## src/core/sacc_defines.vh

```
// register offsets, field positions, reset values and timing counts for the conversion control
`ifndef SACC_DEFINES_VH
`define SACC_DEFINES_VH
// ****************************************************************
// register map
// ****************************************************************
`define SACC_ADDR_W 2
`define SACC_OFS_CONTROL 2'h0
`define SACC_OFS_RESULT 2'h1
`define SACC_OFS_DONE 2'h2
// ****************************************************************
// control fields
// ****************************************************************
`define SACC_CLKSEL_HI 7
`define SACC_CLKSEL_LO 6
`define SACC_CHSEL_HI 5
`define SACC_CHSEL_LO 2
`define SACC_GO_BIT 1
`define SACC_ON_BIT 0
`define SACC_CLKSEL_RST 2'h3
`define SACC_CHSEL_RST 4'hf
`define SACC_CHSEL_FIXED_REF 4'hf
// ****************************************************************
// timing
// ****************************************************************
`define SACC_DIV_SYS16 8'h10
`define SACC_DIV_SYS8 8'h08
`define SACC_DIV_SYS4 8'h04
`define SACC_DIV_OSC4 8'h04
`define SACC_CONV_PERIODS 4'hd
`define SACC_SAMPLE_PERIODS 4'h3
`define SACC_SHIFTS 4'h9
`endif

```

## src/core/sacc_bit_timer.v

```verilog
// conversion bit period generator: divides a clock enable source by the latched divisor
`timescale 1ns/10ps
module sacc_bit_timer (
   input wire clock_i,
   input wire rst_n_i,
   input wire run_i,
   input wire src_tick_i,
   input wire [7:0] divisor_i,
   output reg period_tick_o
);
   reg [7:0] count;
   always @(posedge clock_i or negedge rst_n_i) begin
      if (!rst_n_i) begin
         count <= 8'h00;
         period_tick_o <= 1'b0;
      end else if (!run_i) begin
         count <= 8'h00;
         period_tick_o <= 1'b0;
      end else if (src_tick_i) begin
         if (count == divisor_i - 8'h01) begin
            count <= 8'h00;
            period_tick_o <= 1'b1;
         end else begin
            count <= count + 8'h01;
            period_tick_o <= 1'b0;
         end
      end else begin
         period_tick_o <= 1'b0;
      end
   end
endmodule

```

## src/core/sacc_conv_ctrl.v

```verilog
// successive-approximation converter control and sequencing with its register port
`timescale 1ns/10ps
`include "sacc_defines.vh"
module sacc_conv_ctrl (
   input wire clock_i,
   input wire rst_n_i,
   input wire [1:0] addr_i,
   input wire [7:0] wdata_i,
   input wire wr_i,
   input wire rd_i,
   output reg [7:0] rdata_o,
   input wire sys_tick_i,
   input wire osc_i,
   input wire sleep_i,
   input wire compare_i,
   output reg [7:0] dac_code_o,
   output reg [3:0] channel_o,
   output reg converter_on_o,
   output reg sample_o,
   output reg conversion_done_flag_o
);
   // ****************************************************************
   // state
   // ****************************************************************
   localparam ST_IDLE = 3'b001;
   localparam ST_SAMPLE = 3'b010;
   localparam ST_RESOLVE = 3'b100;
   reg [2:0] state;
   reg [1:0] conv_clock_select;
   reg [3:0] input_channel_select;
   reg go;
   reg converter_on;
   reg [7:0] conversion_result;
   reg [8:0] shifter;
   reg [7:0] divisor;
   reg use_osc;
   reg [3:0] period_count;
   reg [3:0] shift_count;
   reg osc_s1;
   reg osc_s2;
   reg osc_s3;
   reg osc_prev;
   reg sleep_prev;
   wire osc_tick;
   wire src_tick;
   wire bit_tick;
   wire sleep_entry;
   wire wr_ctrl;
   wire running;
   wire abort_req;
   wire finish_tick;
   wire start_req;
   wire [7:0] next_result;
   wire [8:0] next_shifter;
   reg [7:0] next_divisor;
   reg next_use_osc;
   assign wr_ctrl = wr_i && (addr_i == `SACC_OFS_CONTROL);
   assign running = (state != ST_IDLE);
   assign sleep_entry = sleep_i && !sleep_prev;
   // oscillator is from another domain: three stages, edge counts when stages two and three agree
   assign osc_tick = osc_s2 && osc_s3 && !osc_prev;
   assign src_tick = use_osc ? osc_tick : sys_tick_i;
   // any control write that drops go or converter-on stops the running conversion
   assign abort_req = wr_ctrl && (!wdata_i[`SACC_GO_BIT] || !wdata_i[`SACC_ON_BIT]);
   // sleep entry outranks a finish in the same cycle, so no done flag is raised then
   assign finish_tick = (state == ST_RESOLVE) && !sleep_entry && !abort_req && bit_tick &&
      (period_count == `SACC_CONV_PERIODS - 4'h1);
   assign start_req = (state == ST_IDLE) && !sleep_entry && wr_ctrl && wdata_i[`SACC_GO_BIT] &&
      wdata_i[`SACC_ON_BIT] && converter_on;
   // ****************************************************************
   // input synchronising
   // ****************************************************************
   always @(posedge clock_i or negedge rst_n_i) begin
      if (!rst_n_i) begin
         osc_s1 <= 1'b0;
         osc_s2 <= 1'b0;
         osc_s3 <= 1'b0;
         osc_prev <= 1'b0;
      end else begin
         osc_s1 <= osc_i;
         osc_s2 <= osc_s1;
         osc_s3 <= osc_s2;
         if (osc_s2 == osc_s3) begin
            osc_prev <= osc_s3;
         end
      end
   end
   // sleep comes from the core clock domain, so a plain edge register is enough
   always @(posedge clock_i or negedge rst_n_i) begin
      if (!rst_n_i) begin
         sleep_prev <= 1'b0;
      end else begin
         sleep_prev <= sleep_i;
      end
   end
   sacc_bit_timer u_timer (
      .clock_i(clock_i),
      .rst_n_i(rst_n_i),
      .run_i(running),
      .src_tick_i(src_tick),
      .divisor_i(divisor),
      .period_tick_o(bit_tick)
   );
   // ****************************************************************
   // clock select decode
   // ****************************************************************
   // decoded from the starting write itself, so a select written later waits for the next start
   always @* begin
      next_use_osc = 1'b0;
      case (wdata_i[`SACC_CLKSEL_HI:`SACC_CLKSEL_LO])
         2'h0: next_divisor = `SACC_DIV_SYS16;
         2'h1: next_divisor = `SACC_DIV_SYS8;
         2'h2: next_divisor = `SACC_DIV_SYS4;
         default: begin
            next_divisor = `SACC_DIV_OSC4;
            next_use_osc = 1'b1;
         end
      endcase
   end
   // ****************************************************************
   // bit resolution step
   // ****************************************************************
   // shifter[8:1] is where the marker lands, shifter[7:0] the bit now being decided
   assign next_shifter = {1'b0, shifter[8:1]};
   genvar bit_idx;
   generate
      for (bit_idx = 0; bit_idx < 8; bit_idx = bit_idx + 1) begin : g_resolve
         // decided bit takes the comparator, the next bit down takes the marker
         assign next_result[bit_idx] = shifter[bit_idx] ? compare_i :
            (shifter[bit_idx + 1] ? 1'b1 : conversion_result[bit_idx]);
      end
   endgenerate
   // ****************************************************************
   // conversion-done flag
   // ****************************************************************
   // the set wins over a software clear in the same cycle, so a finish is never lost
   always @(posedge clock_i or negedge rst_n_i) begin
      if (!rst_n_i) begin
         conversion_done_flag_o <= 1'b0;
      end else if (finish_tick) begin
         conversion_done_flag_o <= 1'b1;
      end else if (wr_i && (addr_i == `SACC_OFS_DONE) && !wdata_i[0]) begin
         conversion_done_flag_o <= 1'b0;
      end
   end
   // ****************************************************************
   // active channel
   // ****************************************************************
   // the channel follows the select only between conversions, so a running result stays valid
   always @(posedge clock_i or negedge rst_n_i) begin
      if (!rst_n_i) begin
         channel_o <= `SACC_CHSEL_RST;
      end else if (start_req) begin
         channel_o <= wdata_i[`SACC_CHSEL_HI:`SACC_CHSEL_LO];
      end else if (!running) begin
         channel_o <= input_channel_select;
      end
   end
   // ****************************************************************
   // control register and sequencer
   // ****************************************************************
   always @(posedge clock_i or negedge rst_n_i) begin
      if (!rst_n_i) begin
         conv_clock_select <= `SACC_CLKSEL_RST;
         input_channel_select <= `SACC_CHSEL_RST;
         go <= 1'b0;
         converter_on <= 1'b0;
         conversion_result <= 8'h00;
         shifter <= 9'h000;
         state <= ST_IDLE;
         divisor <= `SACC_DIV_OSC4;
         use_osc <= 1'b1;
         period_count <= 4'h0;
         shift_count <= 4'h0;
      end else if (sleep_entry) begin
         // partial result stays where it is
         go <= 1'b0;
         converter_on <= 1'b0;
         state <= ST_IDLE;
         conv_clock_select <= `SACC_CLKSEL_RST;
         input_channel_select <= `SACC_CHSEL_RST;
      end else begin
         if (wr_ctrl) begin
            conv_clock_select <= wdata_i[`SACC_CLKSEL_HI:`SACC_CLKSEL_LO];
            input_channel_select <= wdata_i[`SACC_CHSEL_HI:`SACC_CHSEL_LO];
            converter_on <= wdata_i[`SACC_ON_BIT];
         end
         if (wr_i && addr_i == `SACC_OFS_RESULT) begin
            conversion_result <= wdata_i;
         end
         case (state)
            ST_IDLE: begin
               // a go written while the converter is off falls through here and is lost
               if (start_req) begin
                  go <= 1'b1;
                  state <= ST_SAMPLE;
                  period_count <= 4'h0;
                  shift_count <= 4'h0;
                  // divisor latched here so later selects wait for the next start
                  use_osc <= next_use_osc;
                  divisor <= next_divisor;
               end
            end
            ST_SAMPLE: begin
               // old result left untouched while sampling
               if (wr_ctrl && !wdata_i[`SACC_GO_BIT]) begin
                  go <= 1'b0;
                  state <= ST_IDLE;
               end else if (wr_ctrl && !wdata_i[`SACC_ON_BIT]) begin
                  go <= 1'b0;
                  state <= ST_IDLE;
               end else if (bit_tick) begin
                  period_count <= period_count + 4'h1;
                  if (period_count == `SACC_SAMPLE_PERIODS - 4'h1) begin
                     conversion_result <= 8'h00;
                     shifter <= 9'h100;
                     state <= ST_RESOLVE;
                  end
               end
            end
            ST_RESOLVE: begin
               if (wr_ctrl && !wdata_i[`SACC_GO_BIT]) begin
                  go <= 1'b0;
                  state <= ST_IDLE;
               end else if (wr_ctrl && !wdata_i[`SACC_ON_BIT]) begin
                  go <= 1'b0;
                  state <= ST_IDLE;
               end else if (bit_tick) begin
                  period_count <= period_count + 4'h1;
                  // nine shifts: one brings the marker in, eight decide the bits behind it
                  if (shift_count < `SACC_SHIFTS) begin
                     shifter <= next_shifter;
                     conversion_result <= next_result;
                     shift_count <= shift_count + 4'h1;
                  end
                  if (finish_tick) begin
                     go <= 1'b0;
                     state <= ST_IDLE;
                  end
               end
            end
            default: state <= ST_IDLE;
         endcase
      end
   end
   // ****************************************************************
   // analog side outputs
   // ****************************************************************
   always @(posedge clock_i or negedge rst_n_i) begin
      if (!rst_n_i) begin
         dac_code_o <= 8'h00;
         converter_on_o <= 1'b0;
         sample_o <= 1'b0;
      end else begin
         dac_code_o <= conversion_result;
         converter_on_o <= converter_on;
         sample_o <= (state == ST_SAMPLE);
      end
   end
   // ****************************************************************
   // read port
   // ****************************************************************
   // read data drop to zero outside the answer cycle so a stray sample never shows stale data
   always @(posedge clock_i or negedge rst_n_i) begin
      if (!rst_n_i) begin
         rdata_o <= 8'h00;
      end else begin
         if (rd_i) begin
            case (addr_i)
               `SACC_OFS_CONTROL: rdata_o <= {conv_clock_select, input_channel_select, go, converter_on};
               `SACC_OFS_RESULT: rdata_o <= conversion_result;
               `SACC_OFS_DONE: rdata_o <= {7'h00, conversion_done_flag_o};
               default: rdata_o <= 8'h00;
            endcase
         end else begin
            rdata_o <= 8'h00;
         end
      end
   end
endmodule

```

## config.mk

```make
export PLATFORM = sky130hd
export DESIGN_NAME = sacc_conv_ctrl
export DESIGN_NICKNAME = d
export VERILOG_FILES = /design/src/core/sacc_bit_timer.v /design/src/core/sacc_conv_ctrl.v
export VERILOG_INCLUDE_DIRS = /design/src /design/src/core
export SDC_FILE = /design/constraint.sdc
export NUM_CORES = 1
export LEC_CHECK = 0
export BUFFER_PORTS_ARGS = -buffer_cell sky130_fd_sc_hd__buf_2
export CORE_ASPECT_RATIO = 2
export CORE_MARGIN = 2
export CORE_UTILIZATION = 60
export CTS_BUF_LIST = sky130_fd_sc_hd__clkbuf_4 sky130_fd_sc_hd__clkbuf_8
export CTS_CLUSTER_DIAMETER = 50
export DETAILED_ROUTE_END_ITERATION = 10
export GPL_ROUTABILITY_DRIVEN = 0
export PLACE_DENSITY = 0.81
export SYNTH_ARGS = -nofsm -noshare
export SYNTH_HDL_FRONTEND = slang
export SYNTH_SLANG_ARGS = --single-unit
export TNS_END_PERCENT = 10
```

## constraint.sdc

```tcl
create_clock -name clock_i -period 3.05 [get_ports clock_i]
set_input_delay 0.61 -clock clock_i [delete_from_list [all_inputs] [get_ports clock_i]]
set_output_delay 0.61 -clock clock_i [all_outputs]
set_load 0.03 [all_outputs]
```

# Word level (Yosys, flattened, before mapping)
# Cells that the tools add are included.
# op_classes
addsub,4
n_div,0
multipliers,0
mux,86
bitwise,1
magnitude_cmp,1
shift,0
n_reduce_logical,50
n_eq_ne,40
# ops
operator,n
$mux 8,13
$mux 9,8
$ne 7x7->1 const B,8
$mux 4,12
$mux 1,33
$mux 3,10
$pmux 8 s3,1
$ne 2x2->1 const B,10
$logic_and 1x1->1,19
$pmux 9 s2,1
$pmux 4 s2,2
$pmux 8 s2,1
$reduce_and 2->1,8
$pmux 5 s2,1
$reduce_and 10->1,1
$reduce_and 5->1,2
$reduce_bool 2->1,5
$pmux 3 s3,1
$add 4x1->4 const B,2
$add 8x1->8 const B,1
$eq 8x8->1,1
$ne 2x1->1 const B,4
$sub 8x1->8 const B,1
$reduce_and 7->1,1
other kinds (27),36
# totals
inputBits,18
latchBits,0
register_bits,82
rom_bits,0
ram_bits,0
memories,0

# Depth between registers and ports, before layout
# Gate-level depths: netlist of run 1.
# depth
depth_word,13
depth_mapped,8
ltp_nobuf,8

# Cells and area by module
# Synthesis of run 1 repeated with hierarchy kept, for this count alone.
# unflattened
hier_cells,392
area_unflattened_um2,3926.3
# modules_own_cells
module,cells_each,seq_area_each_um2,n_inst,area_each_um2
sacc_conv_ctrl,305,1717.9,1,3156.8
sacc_bit_timer,87,225.2,1,769.5

# Worst setup path after synthesis of run 1
# OpenSTA, ideal clock, no wires.
# synth_timing
kind,register to register
startpoint,register divisor[2]
endpoint,register u_timer.count[3]
required_ns,2.929
arrival_time_ns,2.020
setup_slack_ns,0.909
stages_incl_launch_ff,9
setup_time_ns,0.121
path_cell_list,dfstp_2 -> inv_1 -> ha_1 -> ha_1 -> xor2_1 -> nand3_1 -> o41ai_2 -> nor2_1 -> a22o_1
# synth_between
elab_chain_cells,5
# synth_rtl
element,line_no,rtl
"start, declared",sacc_conv_ctrl.v:35,reg [7:0] divisor;
"start signal, assigned",sacc_conv_ctrl.v:171,divisor <= `SACC_DIV_OSC4;
"start signal, assigned",sacc_conv_ctrl.v:201,divisor <= next_divisor;
$sub 8x1->8,sacc_bit_timer.v:20,if (count == divisor_i - 8'h01) begin
$eq 8x8->1,sacc_bit_timer.v:20,
$mux 8,sacc_bit_timer.v:20,
$mux 8,sacc_bit_timer.v:19,end else if (src_tick_i) begin
$mux 8,sacc_bit_timer.v:16,end else if (!run_i) begin
"end signal, assigned",sacc_bit_timer.v:24,count <= count + 8'h01;
"end, declared",sacc_bit_timer.v:11,reg [7:0] count;
# No other way between the ends. The select of a mux whose other input is x is not followed.
# A chain may end at the register's enable or synchronous reset.

# Worst setup path in the final report of run 1
# layout_timing
startpoint,register divisor[2]
endpoint,register u_timer.count[6]
# The elaborated chain is that of the path after synthesis.

==> flow_metrics.env, run 1 <==
export IMPL_arrival_ns=2.74
export IMPL_start_util=0.623
export IMPL_worstSetupPathType="reg2reg"
export IMPL_ys_seq_elements=77
export IMPL_finalHoldViolations=0
export IMPL_yosysUniqueCellTypes=58
export IMPL_ys_seq_area_frac=0.519
export IMPL_synth_edf_count=0
export IMPL_ant_nets=0
export IMPL_fillers=471
export IMPL_overflow=0
export IMPL_grt_start_max_net_pins=78
export IMPL_rows=40
export IMPL_n_antenna_cell=0
export IMPL_rsz0062_at_grt="no"
export IMPL_die_x_um=59.8
export IMPL_clkLatencyLatePin_ns=0.36
export IMPL_startpoint="divisor[2]"
export IMPL_endpoint_kind="register"
export IMPL_path_clk_slew_ns=0.08
export IMPL_setup_violations=0
export IMPL_start_kind="register"
export IMPL_place_port_buffers=40
export IMPL_netlist_area_um2=3740
export IMPL_hold_buffers=0
export IMPL_wl_per_cell_um=17.8
export IMPL_irDropWorstVdd_mv=0.392
export IMPL_power_internal_mw=1.71
export IMPL_yosys_area_top_type="dfrtp_1"
export IMPL_ctsResizeCount=0
export IMPL_wl_um=8390
export IMPL_antenna_found_initial=0
export IMPL_setup_ws_ns=0.554
export IMPL_fp_coreArea_um2=6010
export IMPL_hpwl_um=6220
export IMPL_cts_root_buf="clkbuf_8"
export IMPL_power_mw=2.36
export IMPL_fin_setup_tns_ns=0
export IMPL_pwr_share_comb=0.129
export IMPL_syn_nets=389
export IMPL_ys_warn_count=0
export IMPL_final_nets=430
export IMPL_grt_pass1_vias=2838
export IMPL_tritoncts="done"
export IMPL_drive_above_1_share=0.223
export IMPL_die_h_um=116
export IMPL_vias=2864
export IMPL_async_reset_ff_frac=1.00
export IMPL_worstMarginPinSlew_ns=0.938
export IMPL_vias_per_cell=6.08
export IMPL_io_pins=41
export IMPL_layout_commonest_cell="dfrtp_1"
export IMPL_max_stage_delay_ns=0.56
export IMPL_cts_buffers=9
export IMPL_fin_util=0.699
export IMPL_clock_fmax_mhz=401
export IMPL_path_cells="inv_1 -> ha_1 -> ha_1 -> xor2_1 -> nand3_1 -> o41ai_2 -> nor2_1 -> a22o_1"
export IMPL_power_density_nw_per_um2=563
export IMPL_drtPass1Iterations=6
export IMPL_grt_pass1_wl_um=13600
export IMPL_layout_common_cells="64 x dfrtp_1, 47 x nand2_1, 39 x buf_2, 26 x nor2_1, 26 x o21ai_0"
export IMPL_synth_top_area_share=0.428
export IMPL_worstPathRequired_ns=3.30
export IMPL_final_min_clock_period_ns=2.50
export IMPL_r2r_setup_slack_ns=0.55
export IMPL_maxCapViolCount=0
export IMPL_r2r_start="divisor[2]"
export IMPL_outcome="completed"
export IMPL_slew_headroom=0.375
export IMPL_crit_slowest_cell="dfstp_2"
export IMPL_drt_iter0_drc=176
export IMPL_worst_hold_path_type="in2async"
export IMPL_cts_sinks=77
export IMPL_avgSynthCellArea_um2=10.3
export IMPL_power_leakage_nw=1.95
export IMPL_die_area_um2=6920
export IMPL_cts_max_path_buffers=2
export IMPL_p_seq_frac=0.503
export IMPL_area_delta_synth_final_pct=12.2
export IMPL_cp_common_cell="ha_1"
export IMPL_pwr_share_clk=0.369
export IMPL_drc=0
export IMPL_fin_worst_skew_ns=0.0101
export IMPL_synth_area_leaders="dfrtp_1 43%, dfstp_2 9.1%, a22o_1 4.9%, nand2_1 4.7%, o21ai_0 3.5%"
export IMPL_p_sw_mw=0.656
export IMPL_place_ws_ns=0.471
export IMPL_synthCells=362
export IMPL_cts_setup_buffers=0
export IMPL_fin_crit_sh=0.818
export IMPL_grt_usage=0.271
export IMPL_path_max_fanout=7
export IMPL_power_share_switching=0.278
export IMPL_htree_levels=3
export IMPL_maxSlewViolCount=0
export IMPL_synth_flop_cell="dfrtp_1"
-- final timing paths --
check                              endpoint  cells past startpoint
setup / recovery           u_timer.count[6]                      8
hold / removal             u_timer.count[4]                      1
setup reg to reg           u_timer.count[6]                      8
hold reg to reg                      osc_s2                      0
max in group asynchronous        rdata_o[2]                      1
min in group clock_i                 osc_s2                      0
-- worst max-delay path, delay by kind of cell (launching register included) --
family | cells | cell delay, ns
AO/OA/AOI/OAI | 2 | 0.79
XOR/XNOR | 1 | 0.14
AND/OR/NAND/NOR | 2 | 0.36
flip-flops | 1 | 0.56
buffers and inverters | 1 | 0.06
adder cells (fa/ha/maj) | 2 | 0.48
-- power groups by stage --
stage / clock, mW / sequential [mW] / combinational (mW)
3_3_place_gp: 0 / 1.20 / 0.298
4_1_cts: 0.884 / 1.19 / 0.307
6_report: 0.871 / 1.19 / 0.304
2_1_floorplan: 0 / 1.26 / 0.134
3_5_place_dp: 0 / 1.21 / 0.306
5_1_grt: 0.931 / 1.20 / 0.335
-- state kept, by name (all words and copies together), names as in the netlist, 3 cells and up --
register	count
rdata_o	8
period_count	4
divisor	3
shifter	9
conversion_result	8
u_timer.count	8
channel_o	4
input_channel_select	4
state	3
dac_code_o	8
shift_count	4
-- metal layers --
layer	track usage	up-vias	wire, um
li1	-	1362	-
met1	0.287	1372	3090
met4	0.199	0	505
met3	0.0603	37	324
met5	0	-	0
met2	0.451	93	4480
-- logic make-up (layout without fill, tap and decap cells) --
kind of cell               count (synthesis)  after routing  synth area share
and+or+nand+nor                          145            145             0.207
AOI/OAI and AO/OA                         88             88             0.161
DFF                                       77             77             0.519
buffers and inverters                     23             69            0.0311
muxes                                     13             13            0.0355
adders and majority gates                  9              9            0.0301
xor gates and xnor gates                   7              7            0.0164
-- synth_stat cells, types with 4 or more instances --
cell,instances
dfrtp_1,64
nand2_1,47
nor2_1,26
o21ai_0,26
a21oi_1,21
a22o_1,21
nand3_1,16
dfstp_2,13
nand2b_1,12
mux2i_1,11
ha_1,9
inv_1,9
clkbuf_1,5
nor2b_1,5
a22oi_1,4
nor3b_1,4
xnor2_1,4
-- through the flow --
step / cells / area [um^2] / hold WS, ns
after floorplan: 362 / 3740 / 0.314
after global placement: 455 / 3970 / 0.344
after detailed placement: 455 / 3970 / 0.336
after CTS: 471 / 4200 / 0.366
after global routing: 471 / 4200 / 0.357
final: 471 / 4200 / 0.361
-- cell type report --
type                       count  area [um^2]  share of cell area
clock buffer                  10          131              0.0313
clock inverter                 6         95.1              0.0227
inverter                       9         33.8             0.00805
multi-input combinational    262         1680               0.401
sequential                    77         1940               0.463
tap                           63         78.8              0.0188
timing repair buffer          44          233              0.0555
Note: power is estimated with default switching activity, not from simulation.
==> run 2: changes to the inputs <==
- clock period: 3.05 -> 2.4 ns (I/O delays scaled with it)
==> run 2 against run 1 <==
Against the previous run: combinational power is 30% higher; via count is 2.3% higher; largest power group unchanged; first-iteration DRC count is 8.0% lower; register-to-register slack worse by 0.35 ns; critical path depth is 1 higher; maximum frequency is 14% higher; highest routed layer unchanged; routed wire length is 1.1% higher; cell count is 2.1% higher.
==> flow_metrics.env, run 2 (synthesis gave the netlist of run 1 again) <==
export IMPL_fin_setup_tns_ns=0
export IMPL_path_clk_slew_ns=0.08
export IMPL_crit_slowest_cell="dfstp_2"
export IMPL_fin_worst_skew_ns=0.00439
export IMPL_die_h_um=116
export IMPL_n_antenna_cell=0
export IMPL_fin_crit_sh=0.915
export IMPL_critPathTopFamily="flip-flops"
export IMPL_antenna_found_initial=0
export IMPL_maxSlewViolCount=0
export IMPL_hold_slack_ns=0.112
export IMPL_worstMarginPinSlew_ns=0.615
export IMPL_htree_levels=3
export IMPL_rsz0062_at_grt="no"
export IMPL_final_nets=440
export IMPL_cp_common_cell="ha_1"
export IMPL_arrival_ns=2.43
export IMPL_worst_hold_path_type="in2async"
export IMPL_start_kind="register"
export IMPL_final_min_clock_period_ns=2.20
export IMPL_hpwl_um=6090
export IMPL_grt_pass1_wl_um=13700
export IMPL_worstPathRequired_ns=2.64
export IMPL_layout_commonest_cell="dfrtp_1"
export IMPL_wl_um=8480
export IMPL_slew_headroom=0.578
export IMPL_hold_buffers=0
export IMPL_power_mw=3.00
export IMPL_start_util=0.623
export IMPL_wl_per_cell_um=17.6
export IMPL_max_stage_delay_ns=0.56
export IMPL_startpoint="divisor[2]"
export IMPL_grt_pass1_vias=2881
export IMPL_fp_coreArea_um2=6010
export IMPL_maxCapViolCount=0
export IMPL_clkLatencyLatePin_ns=0.35
export IMPL_io_pins=41
export IMPL_rows=40
export IMPL_cts_sinks=77
export IMPL_irDropWorstVdd_mv=0.354
export IMPL_tritoncts="done"
export IMPL_critPathBufInv=2
export IMPL_drt_iter0_drc=162
export IMPL_finalHoldViolations=0
export IMPL_largest_register_ffs=9
export IMPL_drc=0
export IMPL_grt_start_max_net_pins=78
export IMPL_vias_per_cell=6.09
export IMPL_die_area_um2=6920
export IMPL_endpoint_kind="register"
export IMPL_grt_usage=0.269
export IMPL_outcome="completed"
export IMPL_cts_buffers=9
export IMPL_power_density_nw_per_um2=701
export IMPL_fin_util=0.713
export IMPL_worstSetupPathType="reg2reg"
export IMPL_area_delta_synth_final_pct=14.5
export IMPL_layout_common_cells="64 x dfrtp_1, 47 x nand2_1, 39 x buf_2, 26 x nor2_1, 26 x o21ai_0"
export IMPL_r2r_start="divisor[2]"
export IMPL_overflow=0
export IMPL_path_cells="inv_1 -> ha_1 -> ha_1 -> xor2_1 -> nand3_1 -> o41ai_2 -> buf_4 -> nor2_1 -> a22o_1"
export IMPL_place_port_buffers=40
export IMPL_vias=2931
export IMPL_power_leakage_nw=2.00
export IMPL_ant_nets=0
export IMPL_drive_above_1_share=0.242
export IMPL_die_x_um=59.8
export IMPL_clock_fmax_mhz=456
export IMPL_path_max_fanout=7
export IMPL_drtPass1Iterations=4
export IMPL_setup_violations=0
export IMPL_cts_max_path_buffers=2
export IMPL_cts_root_buf="clkbuf_8"
export IMPL_largest_register="shifter"
run 2: cell count changes in the layout (fill, tap and decap cells not counted):
cell | before | now
buf_4 | 5 | 14
buf_12 | 0 | 1
clkinv_2 | 0 | 1
clkinvlp_4 | 0 | 1
clkbuf_4 | 1 | 2
clkinv_4 | 2 | 0
clkbuf_8 | 9 | 10
inv_6 | 2 | 0
run 2: metrics by stage:
step | worst slack (ns) | area, um^2 | std cells
4_1_cts | 0.204 | 4280 | 480
5_1_grt | 0.00345 | 4280 | 481
6_report | 0.205 | 4280 | 481
3_5_place_dp | 0.239 | 4050 | 464
3_3_place_gp | 0.275 | 4050 | 464
2_1_floorplan | 0.259 | 3740 | 362
run 2: layout make-up:
type | count | area, um^2
Multi-Input combinational cell | 262 | 1680
Timing Repair Buffer | 54 | 320
Fill cell | 438 | 1720
Clock inverter | 4 | 72.6
Inverter | 9 | 33.8
Clock buffer | 12 | 153
Sequential cell | 77 | 1940
Tap cell | 63 | 78.8
run 2: worst paths after layout:
check                                            end  slack [ns]  cells after the start
worst max-delay path                u_timer.count[5]        0.20                      9
worst min-delay path                u_timer.count[4]        0.11                      2
worst max register to register      u_timer.count[5]        0.20                      9
worst min register to register                osc_s2        0.36                      0
max in group asynchronous       conv_clock_select[0]        1.92                      2
min in group clock_i                          osc_s1        0.24                      1
run 2: what timing repair did:
item | 4_1_cts | 5_1_grt
buffers inserted | 0 | 1
gates resized for setup | 0 | 0
setup endpoints to repair | 0 | 1
run 2: metal layers:
metal | wire length [um] | track usage | share of wire | vias to the layer above
met1 | 3180 | 0.298 | 0.37 | 1429
met3 | 321 | 0.0580 | 0.038 | 26
met5 | 0 | 0 | 0 | -
met4 | 393 | 0.156 | 0.046 | 0
met2 | 4590 | 0.457 | 0.54 | 85
li1 | - | - | - | 1391
run 2: where the power goes:
part           internal [mW]  switching (mW)
combinational          0.143           0.253
clock                  0.636           0.459
sequential              1.43          0.0820
total                   2.21           0.794
